$ cat src/rtl/rx_pv_pkg.sv
// constants, codes and helpers shared by the receive pattern verifier block
package rx_pv_pkg;
	// ------------------------------------------------------------
	// sizes
	// ------------------------------------------------------------
	localparam int unsigned NUM_LANES    = 4;
	localparam int unsigned CNT_W        = 12;
	localparam int unsigned CP_W         = 20;
	localparam int unsigned SHORT_CP_LEN = 16;
	localparam int unsigned HIST_W       = 31;
	localparam int unsigned CLK_HALF     = 10;
	localparam int unsigned TOTAL_CNT_W  = NUM_LANES * CNT_W;

	// ------------------------------------------------------------
	// register offsets and reset value
	// ------------------------------------------------------------
	localparam logic [7:0] MODE_CTL_OFS  = 8'h10;
	localparam logic [7:0] CP_LO_OFS     = 8'h11;
	localparam logic [7:0] CP_MID_OFS    = 8'h12;
	localparam logic [7:0] CP_HI_OFS     = 8'h13;
	localparam logic [7:0] THR_OFS       = 8'h14;
	localparam logic [7:0] CLRSEL_OFS    = 8'h15;
	localparam logic [7:0] DPCTL_OFS     = 8'h16;
	localparam logic [7:0] FLAGS_OFS     = 8'h17;
	localparam logic [7:0] REG_RST       = 8'h00;

	// ------------------------------------------------------------
	// field positions
	// ------------------------------------------------------------
	localparam int unsigned CUSTOM_LEN_POS = 7;
	localparam int unsigned PRBS_LEN_POS   = 3;
	localparam int unsigned MODE_POS       = 0;
	localparam int unsigned THR_POS        = 0;
	localparam int unsigned ALIGN_POS      = 7;
	localparam int unsigned CNT_CLR_POS    = 4;
	localparam int unsigned FLAG_CLR_POS   = 3;
	localparam int unsigned FLAG_SRC_POS   = 0;
	localparam int unsigned DP_EN_POS      = 4;
	localparam int unsigned DP_SEL_POS     = 0;
	localparam int unsigned LATCHED_POS    = 4;
	localparam int unsigned LIVE_POS       = 0;

	// ------------------------------------------------------------
	// codes and counts
	// ------------------------------------------------------------
	localparam logic [2:0] MODE_PRBS     = 3'h1;
	localparam logic [2:0] MODE_CLOCK    = 3'h2;
	localparam logic [2:0] MODE_CUSTOM   = 3'h3;
	localparam logic [2:0] DP_DISPARITY  = 3'h0;
	localparam logic [2:0] DP_FIFO_ERR   = 3'h1;
	localparam logic [2:0] DP_OVF        = 3'h2;
	localparam logic [2:0] DP_UDF        = 3'h3;
	localparam logic [2:0] DP_DESKEW     = 3'h4;
	localparam logic [2:0] FSRC_MISMATCH = 3'h0;
	localparam logic [2:0] FSRC_SYNC     = 3'h1;
	localparam logic [2:0] FSRC_NONZERO  = 3'h2;
	localparam logic [2:0] FSRC_SAT      = 3'h3;
	localparam logic [CNT_W-1:0] CNT_MAX = 12'hfff;
	localparam logic [3:0] SYNC_CYCLES   = 4'h8;

	// sequence degree chosen by the length code
	function automatic logic [4:0] prbs_degree(input logic [2:0] code);
		case (code)
			3'h0:         prbs_degree = 5'h07;
			3'h1:         prbs_degree = 5'h0b;
			3'h2:         prbs_degree = 5'h17;
			3'h3:         prbs_degree = 5'h1f;
			3'h4, 3'h5:   prbs_degree = 5'h0f;
			default:      prbs_degree = 5'h14;
		endcase
	endfunction

	// inner feedback tap of the same polynomial
	function automatic logic [4:0] prbs_tap(input logic [2:0] code);
		case (code)
			3'h0:         prbs_tap = 5'h06;
			3'h1:         prbs_tap = 5'h09;
			3'h2:         prbs_tap = 5'h12;
			3'h3:         prbs_tap = 5'h1c;
			3'h4, 3'h5:   prbs_tap = 5'h0e;
			default:      prbs_tap = 5'h03;
		endcase
	endfunction
endpackage

$ cat src/rtl/lane_cfg_if.sv
// per-lane settings and results between the control block and a lane checker
`timescale 1ns/100ps
interface lane_cfg_if import rx_pv_pkg::*; ();
	logic [2:0]       mode;
	logic [2:0]       prbs_len;
	logic             custom_len;
	logic [CP_W-1:0]  pattern;
	logic             rx_bit;
	logic             dp_active;
	logic             dp_event;
	logic             count_clear;
	logic [CNT_W-1:0] err_count;
	logic             mismatch;

	modport ctl (output mode, prbs_len, custom_len, pattern, rx_bit, dp_active, dp_event,
		count_clear, input err_count, mismatch);
	modport lane (input mode, prbs_len, custom_len, pattern, rx_bit, dp_active, dp_event,
		count_clear, output err_count, mismatch);
endinterface

$ cat src/rtl/sync_timer.sv
// per-lane sequence period timer producing the pattern timing pulse
`timescale 1ns/100ps
module sync_timer import rx_pv_pkg::*; (
	input  wire logic       clk,
	input  wire logic       rst_n,
	input  wire logic       active,
	input  wire logic [2:0] prbs_len,
	output logic            sync_pulse
);
	logic [HIST_W-1:0] pos_q;
	logic [HIST_W-1:0] last;
	logic [3:0]        width_q;
	logic              wrap;

	// one position per received bit, so a full sequence is 2^n-1 cycles
	assign last = HIST_W'((32'h1 << prbs_degree(prbs_len)) - 32'h2);
	assign wrap = active && (pos_q == last);

	always_ff @(posedge clk or negedge rst_n) begin
		if (!rst_n) begin
			pos_q <= '0;
		end else if (!active || wrap) begin
			pos_q <= '0;
		end else begin
			pos_q <= pos_q + 1'b1;
		end
	end

	always_ff @(posedge clk or negedge rst_n) begin
		if (!rst_n) begin
			width_q    <= 4'h0;
			sync_pulse <= 1'b0;
		end else if (wrap) begin
			width_q    <= SYNC_CYCLES - 4'h1;
			sync_pulse <= 1'b1;
		end else if (width_q != 4'h0) begin
			width_q    <= width_q - 4'h1;
		end else begin
			sync_pulse <= 1'b0;
		end
	end
endmodule

$ cat src/rtl/lane_checker.sv
// per-lane received bit comparison and saturating error counter
`timescale 1ns/100ps
module lane_checker import rx_pv_pkg::*; (
	input wire logic clk,
	input wire logic rst_n,
	lane_cfg_if.lane lc
);
	logic [HIST_W-1:0] hist_q;
	logic [CNT_W-1:0]  count_q;
	logic              locked_q;
	logic              mismatch_q;
	logic              mismatch_d;
	logic              hit;
	logic              ev;
	logic [4:0]        deg;
	logic [4:0]        tap;
	logic [4:0]        cp_len;

	// hist_q[0] is the bit received one cycle ago
	always_comb begin
		deg    = prbs_degree(lc.prbs_len);
		tap    = prbs_tap(lc.prbs_len);
		cp_len = lc.custom_len ? 5'(CP_W) : 5'(SHORT_CP_LEN);
		hit    = lc.custom_len ? (hist_q[CP_W-1:0] == lc.pattern) :
			(hist_q[SHORT_CP_LEN-1:0] == lc.pattern[SHORT_CP_LEN-1:0]);
		mismatch_d = 1'b0;
		if (!lc.mode[2]) begin
			case (lc.mode)
				MODE_PRBS:   mismatch_d = lc.rx_bit ^ hist_q[deg-5'h1] ^ hist_q[tap-5'h1];
				MODE_CLOCK:  mismatch_d = lc.rx_bit == hist_q[CLK_HALF-1];
				MODE_CUSTOM: mismatch_d = locked_q && (lc.rx_bit != hist_q[cp_len-5'h1]);
				default:     mismatch_d = 1'b0;
			endcase
		end
		ev = lc.dp_active ? lc.dp_event : mismatch_d;
	end

	always_ff @(posedge clk or negedge rst_n) begin
		if (!rst_n) begin
			hist_q <= '0;
		end else begin
			hist_q <= {hist_q[HIST_W-2:0], lc.rx_bit};
		end
	end

	// custom checking waits until the stored word has been seen once
	always_ff @(posedge clk or negedge rst_n) begin
		if (!rst_n) begin
			locked_q <= 1'b0;
		end else begin
			locked_q <= (lc.mode == MODE_CUSTOM) && (locked_q || hit);
		end
	end

	always_ff @(posedge clk or negedge rst_n) begin
		if (!rst_n) begin
			mismatch_q <= 1'b0;
		end else begin
			mismatch_q <= mismatch_d && !lc.dp_active;
		end
	end

	always_ff @(posedge clk or negedge rst_n) begin
		if (!rst_n) begin
			count_q <= '0;
		end else if (lc.count_clear) begin
			count_q <= '0;
		end else if (ev && count_q != CNT_MAX) begin
			count_q <= count_q + 1'b1;
		end
	end

	assign lc.err_count = count_q;
	assign lc.mismatch  = mismatch_q;
endmodule

$ cat src/rtl/rx_pattern_verifier_ctl.sv
// control and status registers of the four-lane receive pattern verifier
//
// Functional notes
// - custom length bit selects 16-bit (clear) or 20-bit (set) compare; resets clear.
// - length code picks PRBS7/11/23/31, 100-101 PRBS15, 110-111 PRBS20.
// - mode code: off, PRBS, clock, custom; top bit set means timing only.
// - timing only never compares; sync pulses spaced by the chosen sequence period.
// - custom word in three registers; top nibble compared only in 20-bit length.
// - read-only alignment-done bit follows lane deskew completion; resets low.
// - software sets counter-clear; counters clear on its rising edge; bit self-clears.
// - software sets flag-clear; latched lane flags clear; bit self-clears.
// - three-bit writable field picks the live flag source; resets to zero.
// - per-lane enable moves that lane's checking onto selected live datapath events.
// - event select: disparity, fifo error, overflow, underflow, deskew; rest reserved.
// - with any enable set, lane 0 count and flags report the selected event.
// - latched flags of four lanes read in flag register bits 7:4.
// - live flags of four lanes read in flag register bits 3:0.
// - settings pass to a lane while its load bit is high; held after fall.
// - each lane's timing pulse lasts eight bits once per sequence cycle.
// - each lane not moved onto datapath events reports a mismatch bit when received data disagrees.
// - each lane keeps a twelve-bit read-only error count.
`timescale 1ns/100ps
module rx_pattern_verifier_ctl import rx_pv_pkg::*; (
	input  wire logic                   clk,
	input  wire logic                   rst_n,
	input  wire logic [7:0]             reg_addr,
	input  wire logic [7:0]             reg_wdata,
	input  wire logic                   reg_wr,
	input  wire logic                   reg_rd,
	output logic      [7:0]             reg_rdata,
	input  wire logic [NUM_LANES-1:0]   lane_settings_load,
	input  wire logic [NUM_LANES-1:0]   rx_bit,
	input  wire logic                   lane_align_done,
	input  wire logic [NUM_LANES-1:0]   disparity_err,
	input  wire logic [NUM_LANES-1:0]   fifo_err,
	input  wire logic [NUM_LANES-1:0]   fifo_overflow,
	input  wire logic [NUM_LANES-1:0]   fifo_underflow,
	output logic      [NUM_LANES-1:0]   pattern_sync_pulse,
	output logic      [NUM_LANES-1:0]   mismatch_det,
	output logic      [TOTAL_CNT_W-1:0] lane_error_count,
	output logic      [2:0]             retain_threshold_value
);
	// ------------------------------------------------------------
	// software settings
	// ------------------------------------------------------------
	logic                 custom_len_sel_q;
	logic [2:0]           prbs_length_code_q;
	logic [2:0]           verify_mode_sel_q;
	logic [7:0]           cp_lo_q;
	logic [7:0]           cp_mid_q;
	logic [3:0]           cp_hi_q;
	logic [2:0]           thr_q;
	logic [2:0]           flag_source_sel_q;
	logic [NUM_LANES-1:0] live_path_check_en_q;
	logic [2:0]           live_path_event_sel_q;
	logic                 error_count_clear_q;
	logic                 clr_prev_q;
	logic                 latched_flag_clear_q;
	logic                 lane_align_done_q;
	logic [7:0]           rdata_d;
	logic                 wr_clrsel;
	logic                 clr_pulse;

	// ------------------------------------------------------------
	// per-lane held settings and status
	// ------------------------------------------------------------
	logic [2:0]           lane_mode_q    [NUM_LANES];
	logic [2:0]           lane_len_q     [NUM_LANES];
	logic [CP_W-1:0]      lane_pat_q     [NUM_LANES];
	logic [NUM_LANES-1:0] lane_cplen_q;
	logic [NUM_LANES-1:0] live_lane_flag_q;
	logic [NUM_LANES-1:0] latched_lane_flag_q;
	logic [NUM_LANES-1:0] live_d;
	logic [NUM_LANES-1:0] dp_ev;
	logic [NUM_LANES-1:0] mism_v;
	logic [CNT_W-1:0]     cnt_v          [NUM_LANES];
	logic [CP_W-1:0]      custom_pattern_word;
	logic                 dp_any;

	assign custom_pattern_word    = {cp_hi_q, cp_mid_q, cp_lo_q};
	assign retain_threshold_value = thr_q;
	assign dp_any                 = |live_path_check_en_q;
	assign wr_clrsel              = reg_wr && (reg_addr == CLRSEL_OFS);
	assign clr_pulse              = error_count_clear_q && !clr_prev_q;

	// event of one lane picked by the datapath select code
	function automatic logic ev_pick(input logic [2:0] sel, input logic disp,
		input logic ferr, input logic ovf, input logic udf, input logic aligned);
		case (sel)
			DP_DISPARITY: ev_pick = disp;
			DP_FIFO_ERR:  ev_pick = ferr;
			DP_OVF:       ev_pick = ovf;
			DP_UDF:       ev_pick = udf;
			DP_DESKEW:    ev_pick = !aligned;
			default:      ev_pick = 1'b0;
		endcase
	endfunction

	// ------------------------------------------------------------
	// register writes
	// ------------------------------------------------------------
	always_ff @(posedge clk or negedge rst_n) begin
		if (!rst_n) begin
			custom_len_sel_q      <= 1'b0;
			prbs_length_code_q    <= 3'h0;
			verify_mode_sel_q     <= 3'h0;
			cp_lo_q               <= REG_RST;
			cp_mid_q              <= REG_RST;
			cp_hi_q               <= 4'h0;
			thr_q                 <= 3'h0;
			flag_source_sel_q     <= 3'h0;
			live_path_check_en_q  <= 4'h0;
			live_path_event_sel_q <= 3'h0;
		end else if (reg_wr) begin
			case (reg_addr)
				MODE_CTL_OFS: begin
					custom_len_sel_q   <= reg_wdata[CUSTOM_LEN_POS];
					prbs_length_code_q <= reg_wdata[PRBS_LEN_POS +: 3];
					verify_mode_sel_q  <= reg_wdata[MODE_POS +: 3];
				end
				CP_LO_OFS:  cp_lo_q  <= reg_wdata;
				CP_MID_OFS: cp_mid_q <= reg_wdata;
				CP_HI_OFS:  cp_hi_q  <= reg_wdata[3:0];
				THR_OFS:    thr_q    <= reg_wdata[THR_POS +: 3];
				CLRSEL_OFS: flag_source_sel_q <= reg_wdata[FLAG_SRC_POS +: 3];
				DPCTL_OFS: begin
					live_path_check_en_q  <= reg_wdata[DP_EN_POS +: NUM_LANES];
					live_path_event_sel_q <= reg_wdata[DP_SEL_POS +: 3];
				end
				default: ;
			endcase
		end
	end

	// clear requests read back as set for one cycle, then drop by themselves
	always_ff @(posedge clk or negedge rst_n) begin
		if (!rst_n) begin
			error_count_clear_q  <= 1'b0;
			clr_prev_q           <= 1'b0;
			latched_flag_clear_q <= 1'b0;
		end else begin
			error_count_clear_q  <= wr_clrsel && reg_wdata[CNT_CLR_POS];
			clr_prev_q           <= error_count_clear_q;
			latched_flag_clear_q <= wr_clrsel && reg_wdata[FLAG_CLR_POS];
		end
	end

	always_ff @(posedge clk or negedge rst_n) begin
		if (!rst_n) begin
			lane_align_done_q <= 1'b0;
		end else begin
			lane_align_done_q <= lane_align_done;
		end
	end

	// ------------------------------------------------------------
	// per-lane settings hand-off
	// ------------------------------------------------------------
	// a lane follows the shared settings only while its load bit is high,
	// so lanes can run different patterns from one register set
	always_ff @(posedge clk or negedge rst_n) begin
		if (!rst_n) begin
			lane_cplen_q <= '0;
			for (int i = 0; i < NUM_LANES; i++) begin
				lane_mode_q[i] <= 3'h0;
				lane_len_q[i]  <= 3'h0;
				lane_pat_q[i]  <= '0;
			end
		end else begin
			for (int i = 0; i < NUM_LANES; i++) begin
				if (lane_settings_load[i]) begin
					lane_mode_q[i]  <= verify_mode_sel_q;
					lane_len_q[i]   <= prbs_length_code_q;
					lane_pat_q[i]   <= custom_pattern_word;
					lane_cplen_q[i] <= custom_len_sel_q;
				end
			end
		end
	end

	// ------------------------------------------------------------
	// lanes
	// ------------------------------------------------------------
	lane_cfg_if lif [NUM_LANES] ();

	for (genvar g = 0; g < NUM_LANES; g++) begin : g_lane
		assign dp_ev[g] = ev_pick(live_path_event_sel_q, disparity_err[g], fifo_err[g],
			fifo_overflow[g], fifo_underflow[g], lane_align_done_q);
		assign lif[g].mode        = lane_mode_q[g];
		assign lif[g].prbs_len    = lane_len_q[g];
		assign lif[g].custom_len  = lane_cplen_q[g];
		assign lif[g].pattern     = lane_pat_q[g];
		assign lif[g].rx_bit      = rx_bit[g];
		assign lif[g].count_clear = clr_pulse;
		if (g == 0) begin : g_rep
			// lane 0 reports the enabled lanes' selected events
			assign lif[g].dp_active = dp_any;
			assign lif[g].dp_event  = |(dp_ev & live_path_check_en_q);
		end else begin : g_own
			assign lif[g].dp_active = live_path_check_en_q[g];
			assign lif[g].dp_event  = dp_ev[g];
		end
		assign mism_v[g] = lif[g].mismatch;
		assign cnt_v[g]  = lif[g].err_count;
		assign mismatch_det[g] = lif[g].mismatch;
		assign lane_error_count[g*CNT_W +: CNT_W] = lif[g].err_count;

		lane_checker u_chk (
			.clk   (clk),
			.rst_n (rst_n),
			.lc    (lif[g])
		);

		sync_timer u_sync (
			.clk        (clk),
			.rst_n      (rst_n),
			.active     (lane_mode_q[g][2] || lane_mode_q[g] == MODE_PRBS),
			.prbs_len   (lane_len_q[g]),
			.sync_pulse (pattern_sync_pulse[g])
		);
	end

	// ------------------------------------------------------------
	// test flags
	// ------------------------------------------------------------
	always_comb begin
		for (int i = 0; i < NUM_LANES; i++) begin
			case (flag_source_sel_q)
				FSRC_MISMATCH: live_d[i] = mism_v[i];
				FSRC_SYNC:     live_d[i] = pattern_sync_pulse[i];
				FSRC_NONZERO:  live_d[i] = cnt_v[i] != '0;
				FSRC_SAT:      live_d[i] = cnt_v[i] == CNT_MAX;
				default:       live_d[i] = 1'b0;
			endcase
		end
		if (dp_any) begin
			live_d[0] = |(dp_ev & live_path_check_en_q);
		end
	end

	always_ff @(posedge clk or negedge rst_n) begin
		if (!rst_n) begin
			live_lane_flag_q <= 4'h0;
		end else begin
			live_lane_flag_q <= live_d;
		end
	end

	// a new event in the clearing cycle still sets the flag
	always_ff @(posedge clk or negedge rst_n) begin
		if (!rst_n) begin
			latched_lane_flag_q <= 4'h0;
		end else begin
			latched_lane_flag_q <= (latched_lane_flag_q & ~{NUM_LANES{latched_flag_clear_q}})
				| live_d;
		end
	end

	// ------------------------------------------------------------
	// register reads
	// ------------------------------------------------------------
	always_comb begin
		rdata_d = REG_RST;
		case (reg_addr)
			MODE_CTL_OFS: begin
				rdata_d[CUSTOM_LEN_POS]      = custom_len_sel_q;
				rdata_d[PRBS_LEN_POS +: 3]   = prbs_length_code_q;
				rdata_d[MODE_POS +: 3]       = verify_mode_sel_q;
			end
			CP_LO_OFS:  rdata_d = cp_lo_q;
			CP_MID_OFS: rdata_d[7:0] = cp_mid_q;
			CP_HI_OFS:  rdata_d[3:0] = cp_hi_q;
			THR_OFS:    rdata_d[THR_POS +: 3] = thr_q;
			CLRSEL_OFS: begin
				rdata_d[ALIGN_POS]           = lane_align_done_q;
				rdata_d[CNT_CLR_POS]         = error_count_clear_q;
				rdata_d[FLAG_CLR_POS]        = latched_flag_clear_q;
				rdata_d[FLAG_SRC_POS +: 3]   = flag_source_sel_q;
			end
			DPCTL_OFS: begin
				rdata_d[DP_EN_POS +: NUM_LANES] = live_path_check_en_q;
				rdata_d[DP_SEL_POS +: 3]        = live_path_event_sel_q;
			end
			FLAGS_OFS: begin
				rdata_d[LATCHED_POS +: NUM_LANES] = latched_lane_flag_q;
				rdata_d[LIVE_POS +: NUM_LANES]    = live_lane_flag_q;
			end
			default: rdata_d = REG_RST;
		endcase
	end

	always_ff @(posedge clk or negedge rst_n) begin
		if (!rst_n) begin
			reg_rdata <= REG_RST;
		end else if (reg_rd) begin
			reg_rdata <= rdata_d;
		end
	end
endmodule

$ cat config.mk
export PLATFORM = sky130hd
export DESIGN_NAME = rx_pattern_verifier_ctl
export DESIGN_NICKNAME = d
export VERILOG_FILES = /design/src/rtl/rx_pv_pkg.sv /design/src/rtl/lane_cfg_if.sv /design/src/rtl/sync_timer.sv /design/src/rtl/lane_checker.sv /design/src/rtl/rx_pattern_verifier_ctl.sv
export SDC_FILE = /design/constraint.sdc
export NUM_CORES = 1
export LEC_CHECK = 0
export BUFFER_PORTS_ARGS = -buffer_cell sky130_fd_sc_hd__clkbuf_2
export CORE_ASPECT_RATIO = 1.4
export CORE_MARGIN = 1.5
export CORE_UTILIZATION = 56
export CTS_CLUSTER_DIAMETER = 50
export CTS_CLUSTER_SIZE = 10
export DETAILED_ROUTE_END_ITERATION = 8
export PLACE_DENSITY = 0.77
export SLEW_MARGIN = 20
export SYNTH_ARGS = -nofsm -noshare
export SYNTH_HDL_FRONTEND = slang
export SYNTH_SLANG_ARGS = --single-unit
$ cat constraint.sdc
create_clock -name clk -period 3.4 [get_ports clk]
set_input_delay 0.17 -clock clk [delete_from_list [all_inputs] [get_ports clk]]
set_output_delay 0.17 -clock clk [all_outputs]
set_load 0.01 [all_outputs]
# After elaboration in Yosys (flattened, before gate mapping)
# Index checks and enable logic that the tools add are counted.
[classes]
muxes = 95
reduce_logical = 81
shifts = 4
div = 0
n_bitwise = 12
multipliers = 0
order_cmp = 12
n_addsub = 28
eq_ne = 79
[ops]
columns = ["cell", "n"]
rows = [
  ["$pmux 5 s5", 8],
  ["$add 31x1->31 const B", 4],
  ["$eq 31x31->1", 4],
  ["$mux 31", 4],
  ["$shl 1x5->31 const A", 4],
  ["$sub 31x2->31 const B", 4],
  ["$mux 12", 8],
  ["$eq 20x20->1", 4],
  ["$lt 5x6->1 const B", 12],
  ["$eq 16x16->1", 4],
  ["$eq 8x5->1 const B", 8],
  ["$bmux 1 s5", 12],
  ["$eq 3x2->1 const B", 20],
  ["$sub 5x1->5 const B", 12],
  ["$add 12x1->12 const B", 4],
  ["$eq 12x12->1 const B", 4],
  ["$ne 12x12->1 const B", 4],
  ["$reduce_bool 12->1", 4],
  ["$mux 1", 33],
  ["$mux 4", 8],
  ["$eq 3x1->1 const B", 10],
  ["$eq 3x3->1 const B", 9],
  ["$pmux 1 s5", 5],
  ["$logic_and 1x1->1", 24],
  ["other kinds (21)", 98],
]
[totals]
ff_bits = 492
output_inout_bits = 67
latch_bits = 0
n_memories = 0
inputBits = 45
word_cells = 372
ramBits = 0
rom_bits = 0

# Longest topological paths before layout
[logic_depth]
ltp_word = 14
depth_mapped = 17
depth_no_buf = 13

# Modules after synthesis
# Synthesis repeated with hierarchy kept, for this count alone.
[unflattened]
hier_cells = 2321
area_unflattened_um2 = 24916.4
[modules_own_cells]
columns = ["module", "n_inst", "area_per_inst_um2", "seq_area_each_um2", "cells_per_inst"]
rows = [
  ["lane_checker", 4, 2456.1, 1126.1, 238],
  ["sync_timer", 4, 1950.6, 900.9, 209],
  ["rx_pattern_verifier_ctl", 1, 7289.5, 4204.0, 533],
]

# Least setup slack after synthesis
# OpenSTA, ideal clock, no wires.
[synth_timing]
path_kind = "register to register"
startpoint = "reg lane_len_q (netlist bit lif[2].prbs_len[1])"
endpoint = "reg g_lane[2].u_chk.count_q[8]"
setup_time_ps = 78
required_ps = 3322
n_path_buf = 2
arrival_ps = 3335
synth_period_minus_slack_ps = 3413
stages_incl_launch_ff = 13
setup_slack_ps = -13
cell_sequence = "dfrtp_1 -> nor3b_2 -> nor2_1 -> ha_1 -> clkbuf_1 -> mux4_2 -> o221ai_1 -> nand4_1 -> or2_0 -> o211a_1 -> buf_6 -> or4_1 -> a21oi_1"
[synth_between]
elab_chain_cells = 13
elab_cells_between_ends = 22
classes_between = "2 x add/sub; 5 x eq/ne; 9 x mux; 2 x bitwise; 4 x reduce/logical"
[synth_rtl]
columns = ["item", "line_no", "text"]
rows = [
  ["start, declared", "rx_pattern_verifier_ctl.sv:68", "logic [2:0] lane_len_q [NUM_LANES];"],
  ["start signal, assigned by index", "rx_pattern_verifier_ctl.sv:173", "lane_len_q[i] <= prbs_length_code_q;"],
  ["$eq 3x3->1", "rx_pv_pkg.sv:63, rx_pv_pkg.sv:75", ""],
  ["$reduce_or 2->1", "rx_pv_pkg.sv:63, rx_pv_pkg.sv:75", ""],
  ["$pmux 5 s5", "rx_pv_pkg.sv:63", "case (code)"],
  ["$sub 5x1->5", "lane_checker.sv:29", "MODE_PRBS: mismatch_d = lc.rx_bit ^ hist_q[deg-5'h1] ^ hist_q[tap-5'h1];"],
  ["$bmux 1 s5", "lane_checker.sv:29", ""],
  ["$mux 1 (not written as such)", "lane_checker.sv:29", ""],
  ["$xor 1x1->1", "lane_checker.sv:29", ""],
  ["$xor 1x1->1 (*)", "lane_checker.sv:29", ""],
  ["$pmux 1 s3 (*)", "lane_checker.sv:28", "case (lc.mode)"],
  ["$mux 1 (*)", "lane_checker.sv:27", "if (!lc.mode[2]) begin"],
  ["$mux 1 (*)", "lane_checker.sv:35", "ev = lc.dp_active ? lc.dp_event : mismatch_d;"],
  ["$logic_and 1x1->1 (*)", "lane_checker.sv:68", "end else if (ev && count_q != CNT_MAX) begin"],
  ["$reduce_bool 2->1 (no line) (*)", "n/a", ""],
  ["end signal, assigned", "lane_checker.sv:69", "count_q <= count_q + 1'b1;"],
  ["end, declared", "lane_checker.sv:9", "logic [CNT_W-1:0] count_q;"],
]
# Mark *: on every way between the ends. The rest lies on a longest branch, timed or not. The select of a mux whose other input is x is not followed.
# A chain may end at the register's enable or synchronous reset.

# Worst setup path after layout
[layout_timing]
startpoint = "reg lane_len_q (netlist bit lif[2].prbs_len[1])"
endpoint = "reg g_lane[2].u_chk.count_q[6]"
# The elaborated chain is that of the path after synthesis.

==> results.json <==
{
  "hold_violations": 0,
  "ys.flop_type": "dfrtp_1",
  "grt_pass1_vias": 18500,
  "syn_area_um2": 24200,
  "p_leak_nw": 12.2,
  "worstSetupEndpointType": "register",
  "tightest_slew_ps": 793,
  "fmax_ghz": 0.301,
  "port_buffers": 111,
  "synth-seq-cells": 492,
  "grt-ovfl-total": 0,
  "arrival_ps": 3840,
  "htree_levels": 2,
  "min_path_cells": 2,
  "core-area_um2": 42900,
  "rows": 90,
  "place_hpwl_mm": 43.0,
  "pwr_density_cell_nw_per_um2": 493,
  "setup_viol": 0,
  "grt_start_max_net_pins": 95,
  "cts_buffers": 57,
  "hp-start": "reg_wdata[2]",
  "ys_types": 85,
  "synth_edf_count": 0,
  "syn_to_final_growth_pct": 14.4,
  "drc_errors": 0,
  "insertion_delay_ps": 590,
  "synth-seq-area-share_pct": 50.8,
  "fin_nets": 2518,
  "grt_usage_pct": 27.8,
  "grt_pass1_wl_mm": 97.7,
  "drv_cap": 0,
  "syn_nets": 2348,
  "synth_xor_area_share_pct": 8.28,
  "r2r-start": "lif[2].prbs_len[1]$_DFFE_PN0P_",
  "total_power_mw": 13.7,
  "synth_top_family_by_area": "simple AND/OR/NAND/NOR gates",
  "syn_inst": 2279,
  "die_area_um2": 44500,
  "whs_endpoint": "cp_hi_q[2]$_DFFE_PN0P_",
  "regToRegSetupSlack_ps": 80,
  "path_clk_slew_ps": 60,
  "io_pins": 112,
  "vdd_drop_max_mv": 0.410,
  "min_path_type": "in -> reg",
  "drt-pass1-iter-count": 5,
  "critPathRequiredTime_ps": 3920,
  "clock_sink_count": 492,
  "postRouteWirelength_mm": 61.2,
  "drive_gt1_share_pct": 19.6,
  "synthMuxAreaShare_pct": 9.97,
  "reg2reg_depth": 11,
  "relSlewSlack_pct": 46.7,
  "cts_buffer_depth": 3,
  "synth-simple-area-share_pct": 17.5,
  "finClkSkew_ps": 14.4,
  "crit_fanout": 8,
  "cts_root_buf": "clkbuf_16",
  "criticalPathCategory": "reg -> reg",
  "antenna_found_initial": 4,
  "final_max_slew_viol_count": 0,
  "period_share_pct": 97.7,
  "die_x_um": 179,
  "die_h_um": 249,
  "setup.worst_path.start_class": "register",
  "start_util_pct": 56.4,
  "synth-async-reset-ratio_pct": 100,
  "yosysWarningCount": 0,
  "gp_congestion": 0.900,
  "synth_fa_ha_area_share_pct": 1.24,
  "reg2reg_to": "g_lane[2].u_chk.lc.err_count[6]$_DFFE_PN0P_",
  "cts_tree": "done",
  "status": "completed",
  "vias": 18400,
  "fin_tns_setup_ps": 0,
  "fill_cells": 3340,
  "ant_nets": 0,
  "syn_avg_cell_area_um2": 10.6,
  "wire_per_inst_um": 20.3,
  "min_period_ps": 3320,
  "first_iter_violations": 1098,
  "synth_compound_area_share_pct": 9.25,
  "vias_per_cell": 6.10
}
-- logic make-up after synthesis --
| kind of cell | Yosys count |
|---|---|
| buffers and inverters | 167 |
| AO/OA/AOI/OAI | 340 |
| flip-flops | 492 |
| XOR/XNOR | 228 |
| multiplexers | 204 |
| AND/OR/NAND/NOR | 824 |
| adder cells (fa/ha/maj) | 24 |
-- registers in the layout, indices dropped and copies added, names as in the netlist, 4 cells and up --
signal / count
lane_cplen_q: 4
cp_hi_q: 4
g_lane.u_chk.lc.err_count: 48
live_lane_flag_q: 4
lif.pattern: 80
cp_lo_q: 8
g_lane.u_sync.width_q: 16
lif.mode: 12
g_lane.u_chk.lc.mismatch: 4
g_lane.u_sync.sync_pulse: 4
g_lane.u_sync.pos_q: 124
g_lane.u_chk.hist_q: 124
live_path_check_en_q: 4
cp_mid_q: 8
latched_lane_flag_q: 4
lif.prbs_len: 12
g_lane.u_chk.locked_q: 4
reg_rdata: 8
-- per-layer routing --
layer / global-route usage [%] / part of all wire [%]
met1: 32.9 / 38
met2: 48.5 / 52
met3: 4.99 / 5.0
met4: 13.0 / 5.0
met5: 0 / 0.046
-- synthesized netlist by cell type (28+ instances only) --
cell      instances  area [um2]
dfrtp_1         492       12300
nor2_1          233         875
mux2_2          154        1730
xor2_1          129        1130
nand2_1         127         477
nand3_1         107         536
xnor2_1          98         858
o21ai_0          93         465
inv_1            67         251
a21oi_1          65         325
clkbuf_1         52         195
nand4_1          46         288
nor4_1           45         282
nor3_1           42         210
or3_1            39         244
and3_1           33         206
mux2i_1          32         320
nand2b_1         28         175
-- where the power goes --
part           total [mW]  internal, mW  switching [mW]
combinational        1.68         0.755           0.929
sequential           6.53          6.15           0.383
clock                5.45          3.18            2.26
-- placed cells by master (no fill, tap or decap), types with 10 or more instances in the layout --
cell / n
a211oi_1: 14
a21o_1: 10
a21oi_1: 63
a221oi_1: 10
a22oi_1: 13
a31oi_1: 19
and2_1: 15
and3_1: 33
buf_4: 73
clkbuf_16: 58
clkbuf_2: 110
dfrtp_1: 492
dlygate4sd3_1: 14
ha_1: 20
inv_1: 67
mux2_2: 154
mux2i_1: 31
mux4_2: 14
nand2_1: 127
nand2b_1: 26
nand3_1: 107
nand3b_1: 10
nand4_1: 46
nor2_1: 231
nor2b_1: 21
nor3_1: 42
nor3b_1: 13
nor4_1: 45
o211ai_1: 14
o21ai_0: 89
or3_1: 39
or4_1: 16
xnor2_1: 98
xor2_1: 128
-- how the worst max path moves through the flow --
stage	depth (start not counted)	end	from	slack, ps
after global placement	11	g_lane[2].u_chk.lc.err_count[6]$_DFFE_PN0P_	lif[2].prbs_len[2]$_DFFE_PN0P_	90
after CTS	11	g_lane[2].u_chk.lc.err_count[6]$_DFFE_PN0P_	lif[2].prbs_len[2]$_DFFE_PN0P_	40
after detailed placement	14	g_lane[0].u_chk.lc.err_count[6]$_DFFE_PN0P_	lif[0].prbs_len[1]$_DFFE_PN0P_	-120
after global routing	14	g_lane[2].u_chk.lc.err_count[6]$_DFFE_PN0P_	lif[2].prbs_len[1]$_DFFE_PN0P_	-50
after floorplan	12	g_lane[3].u_chk.lc.err_count[8]$_DFFE_PN0P_	lif[3].prbs_len[2]$_DFFE_PN0P_	40
final	11	g_lane[2].u_chk.lc.err_count[6]$_DFFE_PN0P_	lif[2].prbs_len[1]$_DFFE_PN0P_	80
-- stage by stage --
stage               hold slack, ps  std cells  cell area (um2)  utilization (%)  worst slack [ps]
finish                        53.9       3013            27700             64.6              77.7
global route                  22.9       3012            27700             64.5             -48.1
CTS                           13.0       3005            27500             64.0              42.1
detailed placement             243       2922            25700             60.0              -121
global placement               238       2922            25700             59.9              90.7
floorplan                     -126       2279            24200                -              36.5
-- timing repair --
action | 4_1_cts | 5_1_grt
gates cloned | 0 | 0
pin swaps | 1 | 13
gates resized for setup | 5 | 34
endpoints found under the hold margin | 123 | 0
hold buffers | 14 | 0
buffers inserted | 0 | 5
endpoints found under the setup margin | 14 | 43
-- critical path, cell delays in order, from the launching register on --
cell      delay [ps]
dfrtp_1          420
nor3b_2          250
nor2_2            90
ha_4             290
mux4_2           520
o221ai_2         240
nand4_1          170
or2_1            270
o211a_4          270
buf_4            160
or4_1            430
a21oi_2          150
-- layout make-up --
| class | instances | area (um2) | share of cell area [%] |
|---|---|---|---|
| Sequential cell | 492 | 12300 | 44.5 |
| Multi-Input combinational cell | 1620 | 11400 | 41.1 |
| Clock buffer | 64 | 1520 | 5.50 |
| Timing Repair Buffer | 210 | 1470 | 5.29 |
| Tap cell | 552 | 691 | 2.49 |
| Inverter | 68 | 255 | 0.922 |
| Clock inverter | 5 | 65.1 | 0.235 |
| Antenna cell | 2 | 5.00 | 0.0181 |
No activity file was read; power rests on OpenSTA's default activity.
